==> src/i2c_buf_pkg.sv <==
// Purpose: Shared constants for the I2C buffer and own-address block
// Assumes: Word-indexed register port, 16-bit register data
// Notes: Offsets are register indices
package i2c_buf_pkg;
    localparam int ADDR_W = 4;
    localparam int DATA_W = 16;
    localparam logic [3:0] OFF_CTRL = 4'h0;
    localparam logic [3:0] OFF_THRESH = 4'h1;
    localparam logic [3:0] OFF_RXBUF = 4'h2;
    localparam logic [3:0] OFF_TXBUF = 4'h3;
    localparam logic [3:0] OFF_OA0 = 4'h4;
    localparam logic [3:0] OFF_OA1 = 4'h5;
    localparam logic [3:0] OFF_IRQ_STAT = 4'h6;
    localparam logic [3:0] OFF_IRQ_MASK = 4'h7;
    localparam logic [3:0] OFF_STATUS = 4'h8;
    // Control register fields
    localparam int CTRL_SOFT_RESET = 0;
    localparam int CTRL_TEN_BIT = 1;
    localparam int CTRL_ASTP_LO = 2;
    localparam int CTRL_STOP_REQ = 4;
    localparam logic [15:0] CTRL_RESET = 16'h0001;
    // Own-address fields
    localparam int OA_GC_BIT = 15;
    localparam int OA_EN_BIT = 10;
    localparam logic [15:0] OA0_MASK = 16'h87ff;
    localparam logic [15:0] OA1_MASK = 16'h07ff;
    localparam logic [9:0] ADDR7_MASK = 10'h07f;
    localparam logic [9:0] GENERAL_CALL = 10'h000;
    // Auto-stop selections
    localparam logic [1:0] ASTP_NONE = 2'h0;
    localparam logic [1:0] ASTP_FLAG = 2'h1;
    localparam logic [1:0] ASTP_STOP = 2'h2;
    // Interrupt bits
    localparam int IRQ_RX = 0;
    localparam int IRQ_TX = 1;
    localparam int IRQ_CNT = 2;
    localparam int IRQ_STOP = 3;
    localparam int IRQ_W = 4;
endpackage

==> src/i2c_buffers_own_address.sv <==
// Purpose: Data buffers, byte threshold, own-address match of an I2C block
// Assumes: Shift engine outside; its strobes sampled through two flops
// Notes: Link clock is sampled, not used as a clock
//
// Design decisions made here: the address map and the plain strobed port.
`timescale 1ns/1ps
module i2c_buffers_own_address
    import i2c_buf_pkg::*;
#(
    parameter int THRESH_W = 8
) (
    // Clock and reset
    input wire logic clk,
    input wire logic rst_b,
    // Register port
    input wire logic [i2c_buf_pkg::ADDR_W-1:0] regAddr,
    input wire logic [i2c_buf_pkg::DATA_W-1:0] regWdata,
    input wire logic regWr,
    input wire logic regRd,
    output logic [i2c_buf_pkg::DATA_W-1:0] regRdata,
    // Shift engine, link-clock domain
    input wire logic linkClk,
    input wire logic rxByteValid,
    input wire logic [7:0] rxShiftByte,
    input wire logic txByteTaken,
    input wire logic addrValid,
    input wire logic [9:0] rxAddr,
    input wire logic byteDone,
    input wire logic startSeen,
    // Results
    output logic addrMatch,
    output logic generalCallHit,
    output logic autoStop,
    output logic [7:0] txByteOut,
    output logic irq
);
    import i2c_buf_pkg::*;

    if (THRESH_W != 8) begin : gen_width_check
        $error("THRESH_W must be 8");
    end

    //------------------------------------------------------------
    // Input synchronisers
    //------------------------------------------------------------
    logic [5:0] syncA_q, syncB_q, syncC_q;
    logic [17:0] dataA_q, dataB_q;
    always_ff @(posedge clk or negedge rst_b) begin
        if (!rst_b) begin
            syncA_q <= 6'h00;
            syncB_q <= 6'h00;
            syncC_q <= 6'h00;
            dataA_q <= 18'h00000;
            dataB_q <= 18'h00000;
        end else begin
            syncA_q <= {linkClk, rxByteValid, txByteTaken, addrValid, byteDone,
                        startSeen};
            syncB_q <= syncA_q;
            syncC_q <= syncB_q;
            dataA_q <= {rxShiftByte, rxAddr};
            dataB_q <= dataA_q;
        end
    end
    // Rising edges of the synchronised strobes
    logic [5:0] rise;
    assign rise = syncB_q & ~syncC_q;
    logic rxEv, txEv, addrEv, byteEv, startEv;
    assign rxEv = rise[4];
    assign txEv = rise[3];
    assign addrEv = rise[2];
    assign byteEv = rise[1];
    assign startEv = rise[0];

    //------------------------------------------------------------
    // Registers
    //------------------------------------------------------------
    logic [15:0] ctrl_q, oa0_q, oa1_q;
    logic [7:0] thresh_q, rxBuf_q, txBuf_q, byteCnt_q;
    logic [IRQ_W-1:0] irqStat_q, irqMask_q;
    logic softReset, tenBit;
    logic [1:0] astpSel;
    assign softReset = ctrl_q[CTRL_SOFT_RESET];
    assign tenBit = ctrl_q[CTRL_TEN_BIT];
    assign astpSel = ctrl_q[CTRL_ASTP_LO+1:CTRL_ASTP_LO];

    logic wrCtrl, wrThr, wrTx, wrOa0, wrOa1, wrMask, rdRx, rdStat;
    assign wrCtrl = regWr && regAddr == OFF_CTRL;
    assign wrThr = regWr && regAddr == OFF_THRESH;
    assign wrTx = regWr && regAddr == OFF_TXBUF;
    assign wrOa0 = regWr && regAddr == OFF_OA0;
    assign wrOa1 = regWr && regAddr == OFF_OA1;
    assign wrMask = regWr && regAddr == OFF_IRQ_MASK;
    assign rdRx = regRd && regAddr == OFF_RXBUF;
    assign rdStat = regRd && regAddr == OFF_IRQ_STAT;

    always_ff @(posedge clk or negedge rst_b) begin
        if (!rst_b) begin
            ctrl_q <= CTRL_RESET;
        end else if (wrCtrl) begin
            ctrl_q <= {12'h000, regWdata[CTRL_ASTP_LO+1:0]};
        end
    end

    // Configuration writes; software keeps them to soft reset time
    always_ff @(posedge clk or negedge rst_b) begin
        if (!rst_b) begin
            thresh_q <= 8'h00;
            oa0_q <= 16'h0000;
            oa1_q <= 16'h0000;
            irqMask_q <= '0;
        end else begin
            if (wrThr) thresh_q <= regWdata[7:0];
            if (wrOa0) oa0_q <= regWdata & OA0_MASK;
            if (wrOa1) oa1_q <= regWdata & OA1_MASK;
            if (wrMask) irqMask_q <= regWdata[IRQ_W-1:0];
        end
    end

    // Receive and transmit buffers
    always_ff @(posedge clk or negedge rst_b) begin
        if (!rst_b) begin
            rxBuf_q <= 8'h00;
            txBuf_q <= 8'h00;
        end else begin
            if (rxEv && !softReset) rxBuf_q <= dataB_q[17:10];
            if (wrTx) txBuf_q <= regWdata[7:0];
        end
    end

    //------------------------------------------------------------
    // Byte counter and auto stop
    //------------------------------------------------------------
    logic thrHit;
    assign thrHit = byteEv && !softReset && astpSel != ASTP_NONE
                    && (byteCnt_q + 8'h01) == thresh_q;
    always_ff @(posedge clk or negedge rst_b) begin
        if (!rst_b) begin
            byteCnt_q <= 8'h00;
        end else if (softReset || startEv) begin
            byteCnt_q <= 8'h00;
        end else if (byteEv) begin
            byteCnt_q <= byteCnt_q + 8'h01;
        end
    end
    always_ff @(posedge clk or negedge rst_b) begin
        if (!rst_b) begin
            autoStop <= 1'b0;
        end else begin
            autoStop <= (thrHit && astpSel == ASTP_STOP)
                        || (wrCtrl && regWdata[CTRL_STOP_REQ]);
        end
    end

    //------------------------------------------------------------
    // Interrupt flags: set beats clear
    //------------------------------------------------------------
    logic [IRQ_W-1:0] setEv, clrEv;
    always_comb begin
        setEv = '0;
        clrEv = '0;
        setEv[IRQ_RX] = rxEv && !softReset;
        setEv[IRQ_TX] = txEv || (wrCtrl && regWdata[CTRL_SOFT_RESET] && !softReset);
        setEv[IRQ_CNT] = thrHit;
        setEv[IRQ_STOP] = thrHit && astpSel == ASTP_STOP;
        if (rdStat) clrEv = '1;
        clrEv[IRQ_RX] = clrEv[IRQ_RX] | rdRx;
        clrEv[IRQ_TX] = clrEv[IRQ_TX] | wrTx;
    end
    always_ff @(posedge clk or negedge rst_b) begin
        if (!rst_b) begin
            irqStat_q <= '0;
        end else begin
            irqStat_q <= (irqStat_q & ~clrEv) | setEv;
        end
    end
    always_ff @(posedge clk or negedge rst_b) begin
        if (!rst_b) begin
            irq <= 1'b0;
        end else begin
            irq <= |(((irqStat_q & ~clrEv) | setEv) & irqMask_q);
        end
    end

    //------------------------------------------------------------
    // Own-address matching
    //------------------------------------------------------------
    logic [9:0] cmpMask;
    logic hit0, hit1, gcHit;
    assign cmpMask = tenBit ? 10'h3ff : ADDR7_MASK;
    assign hit0 = oa0_q[OA_EN_BIT] && ((oa0_q[9:0] ^ dataB_q[9:0]) & cmpMask) == 10'h000;
    assign hit1 = oa1_q[OA_EN_BIT] && ((oa1_q[9:0] ^ dataB_q[9:0]) & cmpMask) == 10'h000;
    assign gcHit = oa0_q[OA_GC_BIT] && !tenBit
                   && (dataB_q[9:0] & ADDR7_MASK) == GENERAL_CALL;
    always_ff @(posedge clk or negedge rst_b) begin
        if (!rst_b) begin
            addrMatch <= 1'b0;
            generalCallHit <= 1'b0;
        end else if (softReset || startEv) begin
            addrMatch <= 1'b0;
            generalCallHit <= 1'b0;
        end else if (addrEv) begin
            addrMatch <= hit0 || hit1 || gcHit;
            generalCallHit <= gcHit;
        end
    end

    always_ff @(posedge clk or negedge rst_b) begin
        if (!rst_b) begin
            txByteOut <= 8'h00;
        end else begin
            txByteOut <= txBuf_q;
        end
    end

    //------------------------------------------------------------
    // Read port
    //------------------------------------------------------------
    always_ff @(posedge clk or negedge rst_b) begin
        if (!rst_b) begin
            regRdata <= 16'h0000;
        end else if (regRd) begin
            case (regAddr)
                OFF_CTRL: regRdata <= ctrl_q;
                OFF_THRESH: regRdata <= {8'h00, thresh_q};
                OFF_RXBUF: regRdata <= {8'h00, rxBuf_q};
                OFF_TXBUF: regRdata <= {8'h00, txBuf_q};
                OFF_OA0: regRdata <= oa0_q;
                OFF_OA1: regRdata <= oa1_q;
                OFF_IRQ_STAT: regRdata <= {12'h000, irqStat_q};
                OFF_IRQ_MASK: regRdata <= {12'h000, irqMask_q};
                OFF_STATUS: regRdata <= {byteCnt_q, 6'h00, generalCallHit, addrMatch};
                default: regRdata <= 16'h0000;
            endcase
        end else begin
            regRdata <= 16'h0000;
        end
    end

    //------------------------------------------------------------
    // Further checks
    //------------------------------------------------------------
    logic liveAddr;
    assign liveAddr = addrEv && !softReset && !startEv;
endmodule

==> config.mk <==
export PLATFORM = sky130hd
export DESIGN_NAME = i2c_buffers_own_address
export DESIGN_NICKNAME = d
export VERILOG_FILES = /design/src/i2c_buf_pkg.sv /design/src/i2c_buffers_own_address.sv
export SDC_FILE = /design/constraint.sdc
export NUM_CORES = 1
export LEC_CHECK = 0
export BUFFER_PORTS_ARGS = -buffer_cell sky130_fd_sc_hd__buf_2
export CAP_MARGIN = 20
export CORE_UTILIZATION = 57
export CTS_BUF_LIST = sky130_fd_sc_hd__clkbuf_4 sky130_fd_sc_hd__clkbuf_8 sky130_fd_sc_hd__clkbuf_16
export DETAILED_ROUTE_END_ITERATION = 8
export HOLD_SLACK_MARGIN = 0.12
export PLACE_DENSITY = 0.9
export RECOVER_POWER = 50
export SYNTH_ARGS = -nofsm -noshare
export SYNTH_HDL_FRONTEND = slang
export SYNTH_SLANG_ARGS = --single-unit
==> constraint.sdc <==
create_clock -name clk -period 3.4 [get_ports clk]
set_input_delay 0.51 -clock clk [delete_from_list [all_inputs] [get_ports clk]]
set_output_delay 0.51 -clock clk [all_outputs]
set_load 0.03 [all_outputs]
; ---- Word-level counts from Yosys, hierarchy flattened
; Index checks and enable logic that the tools add are counted.
[word_totals]
regBits = 146
output_inout_bits = 28
elab_cells = 88
[op_classes]
muxes = 10
bitwise_logic = 12
reduce_logical = 35
n_addsub = 1
n_eq_ne = 10
[ops]
columns = op, n
row1 = 16-bit one-hot mux with 9 select lines, 1
row2 = 10-bit logical NOT, 3
row3 = 10-bit AND, 2
row4 = 1-bit logical AND, 20
row5 = 10-bit bitwise XOR, 2
row6 = "4-bit by 3-bit == test with 1-bit output, second input constant", 4
row7 = 16-bit 2-to-1 mux, 1
row8 = 8-bit 2-to-1 mux, 2
row9 = 10-bit 2-to-1 mux, 1
row10 = "8-bit by 1-bit adder with 8-bit output, second input constant", 1
row11 = 4-bit AND, 2
row12 = "4-bit by 2-bit == test with 1-bit output, second input constant", 2
row13 = 8-bit == test, 1
row14 = 2-bit nonzero test, 3
row15 = 5-bit AND, 1
row16 = 1-bit logical OR, 5
row17 = 5-bit NOT, 1
row18 = "4-bit by 1-bit == test with 1-bit output, second input constant", 1
row19 = "4-bit == test, second input constant", 1
row20 = 4-bit logical NOT, 1
row21 = 1-bit 2-to-1 mux, 4
row22 = 4-bit 2-to-1 mux, 1
row23 = 4-bit NOT, 1
row24 = 4-bit bitwise OR, 1
row25 = 4 further kinds, 6

; ---- Depth between registers and ports, before layout
[logic_depth]
word_depth = 9
depth_mapped = 7

; ---- Worst setup path after synthesis
; No wires, ideal clock.
[synth_timing]
kind = input to register
from = in regAddr[2] in the netlist's numbering
to = reg oa0_q[10]
t_arrival_ps = 1741
path_buffers = 2
slack_ps = 1532
cell_stages = 6
t_required_ps = 3272
cell_sequence = buf_2 nand2b_1 nor3_4 nand2_1 buf_2 mux2_1
[synth_between]
elab_chain_len = 2
[synth_lines]
columns = element, line
row1 = start: declaration, i2c_buffers_own_address.sv:16  ; input wire logic [i2c_buf_pkg::ADDR_W-1:0] regAddr,
row2 = 4-bit by 3-bit == test with 1-bit output, i2c_buffers_own_address.sv:90  ; assign wrOa0 = regWr && regAddr == OFF_OA0;
row3 = 1-bit logical AND, i2c_buffers_own_address.sv:90
row4 = end signal: assignment, i2c_buffers_own_address.sv:113  ; if (wrOa0) oa0_q <= regWdata & OA0_MASK;
row5 = end: declaration, i2c_buffers_own_address.sv:77  ; logic [15:0] ctrl_q, oa0_q, oa1_q;
; No other way between the ends.
; A chain may end at the register's enable or synchronous reset.

; ---- Worst setup path after layout
[layout_timing]
from = in regAddr[0] in the netlist's numbering
to = reg oa1_q[6]
[layout_between]
elab_chain_len = 2
[layout_lines]
columns = element, line
row1 = 4-bit by 3-bit == test with 1-bit output, i2c_buffers_own_address.sv:91  ; assign wrOa1 = regWr && regAddr == OFF_OA1;
row2 = 1-bit logical AND, i2c_buffers_own_address.sv:91
row3 = end signal: assignment, i2c_buffers_own_address.sv:114  ; if (wrOa1) oa1_q <= regWdata & OA1_MASK;
row4 = end: declaration, i2c_buffers_own_address.sv:77
; No other way between the ends.

==> flow_summary.ini <==
[yosys]
synth_simple_gate_area_share_pct = 10.4
synth_edf_count = 0
syn_avg_cell_area_um2 = 13.4
synth_compound_area_share_pct = 8.00
syn_inst = 429
ys_seq_area_share_pct = 63.5
synth_top_family_by_area = multiplexers
synth_xor_area_share_pct = 5.17
synth_nets = 478
synth_area_um2 = 5760
synthAdderAreaFrac_pct = 0.217
yosys_register_bits = 146
ys.flop_type = dfrtp_1
async_flop_share_pct = 100
muxShareOfSynthArea_pct = 11.4
ys_warn_count = 0
netlist-cell-type-count = 59

[placed_design]
io_buffer_count = 70
placed_cells = 620
place.gp.congestion = 0.933
dp_hpwl_mm = 8.39

[global_route]
grt_pass1_vias = 3932
grt_usage_pct = 27.6
grt_pass1_wl_mm = 20.9
grt_start_max_net_pins = 105
overflow = 0
antenna_found_initial = 0

[worst_setup_path]
cp.required_ps = 3820
critPathTopFamily = simple AND/OR/NAND/NOR gates
cp_slowest_cell = clkbuf_1
end_kind = flop
worstPathCellList = clkbuf_1 > nand2b_1 > nor2_2 > nand2_1 > mux2_2
cp.arrival_ps = 2810
slowest_delay_ps = 670
crit_type = in2reg
cp_num_buf_inv = 1
ff2ff_setup_slack_ps = 1170
cp_max_fo = 19
critPathLaunchType = input port

[clocking]
clkLatencyLatePin_ps = 530
clkSlewWorstSetupHoldPaths_ps = 60
cts.sinks = 146
clock_path_buffers = 2
htree_levels = 4
cts_resized = 0
holdBufCountCts = 24
cts_inserted_buffers = 17
root_buffer = clkbuf_8
cts_tree = yes
post-cts-setup-buffer-count = 0

[route]
top_layer = met4
drc_errors = 0
met1_length_mm = 5.49
wl_met3_um = 796
dr_total_vias = 3947
vias_per_cell = 5.84
dr_wl_met2_mm = 6.22
wl_per_cell_um = 19.1
ant_nets = 0
drt_pass1_iterations = 6
drtIter0Drc = 490
wirelength_mm = 12.9

[finish]
antenna_cells = 0
multi_input_area_um2 = 2020
seqCellArea_um2 = 3650
nets = 579
final_cells = 676
num-fill-cells = 636
synthToLayoutAreaGrowth_pct = 23.4
final_util_pct = 72.7
final_cell_mix = dfrtp_1, buf_2, mux2_2
final_common_cell = dfrtp_1
layout-drive-gt1-share_pct = 29.3

[sta]
hold_viol = 0
finalSetupViolCount = 0
fmax_ghz = 0.419
clock_skew_ps = 5.44
fin_tns_setup_ps = 0
fin_crit_sh_pct = 70.2
worst_slew_pin_slew_ps = 1460
relSlewSlack_pct = 2.68
slew_viol_final = 0
rsz0062_at_grt = no
period_needed_ps = 2390

[die]
die_x_um = 103
die_h_um = 103
rows = 36
start_util_pct = 58.9
io_pins = 76
fp.coreArea_um2 = 9770
dieArea_um2 = 10500

[power]
p_leak_uw = 0.00322
vdd.ir_drop.worst_mv = 0.432
power_density_nw_per_um2 = 669

[outcome]
status = finished, final reports clean

[job]
max_cap_violations = 0

[hold_path]
worstHoldPathType = in2reg
## per-stage QoR
stage / setup slack (ps) / instance area, µm² / total power (µW) / hold WS [ps]
floorplan: 1530 / 5760 / 2560 / 214
global placement: 898 / 6240 / 2760 / 332
detailed placement: 821 / 6240 / 2800 / 336
CTS: 1180 / 7110 / 4780 / 199
global route: 855 / 7110 / 4940 / 202
finish: 1010 / 7110 / 4760 / 220
## synthesized netlist by cell type (all sizes together), types with 3 or more instances
| cell type | instances | share of area, % |
|---|---|---|
| a22oi | 13 | 1.7 |
| buf | 8 | 0.65 |
| mux2i | 5 | 0.87 |
| nand2 | 27 | 1.8 |
| clkbuf | 5 | 0.33 |
| a222oi | 3 | 0.52 |
| and3 | 7 | 0.78 |
| mux2 | 52 | 10 |
| nand2b | 4 | 0.43 |
| xor2 | 8 | 1.2 |
| nor3b | 4 | 0.61 |
| a21oi | 8 | 0.70 |
| o21ai | 8 | 0.70 |
| a221oi | 4 | 0.61 |
| nor2b | 8 | 0.87 |
| inv | 5 | 0.33 |
| nand3 | 9 | 0.87 |
| a31oi | 6 | 0.65 |
| xnor2 | 26 | 4.0 |
| nor3 | 8 | 0.98 |
| dfrtp | 145 | 63 |
| nand4 | 6 | 0.65 |
| nor2 | 23 | 1.5 |
| a211oi | 4 | 0.52 |
| and2 | 3 | 0.33 |
## cell families (layout without fill, tap and decap cells)
group / count (synthesis) / count (layout)
xor+xnor: 34 / 34
buf+inv: 18 / 132
fa+ha+maj: 1 / 1
flops: 146 / 146
compound gates: 63 / 63
mux: 58 / 58
simple gates: 109 / 109
## registers in the layout (all words and copies together) (netlist names)
signal	cells
regRdata	16
syncA_q	5
thresh_q	8
syncC_q	5
addrMatch	1
rxBuf_q	8
dataA_q	18
byteCnt_q	8
ctrl_q	4
generalCallHit	1
syncB_q	5
txByteOut	8
irqMask_q	4
txBuf_q	8
autoStop	1
irq	1
irqStat_q	4
oa1_q	11
oa0_q	12
dataB_q	18
## routing by layer
layer,track usage (%),vias to the layer above
li1,-,1746
met1,36.6,1999
met2,42.1,168
met3,7.93,34
met4,13.7,0
met5,0,-
## final timing paths
check | from | end | cells past startpoint
min | regWdata[8] | oa0_q[8] | 2
max | regAddr[0] | oa1_q[6] | 5
min in group asynchronous | rst_b | dataB_q[9] | 2
max reg2reg | byteCnt_q[0] | irq | 6
min reg2reg | syncA_q[4] | syncB_q[4] | 0
max in group asynchronous | rst_b | ctrl_q[0] | 3
## power by group
part,switching [µW],internal [µW]
logic,327,302
clock network,685,1260
registers,210,1970
## area by class of cell
class                           instances  share of cell area [%]
Tap cell                              133                    2.34
Clock inverter                         10                    2.20
Inverter                                5                   0.264
Clock buffer                           22                    6.62
Sequential cell                       146                    51.4
Multi-Input combinational cell        265                    28.5
Timing Repair Buffer                   95                    8.66
(Power assumes the default switching activity.)
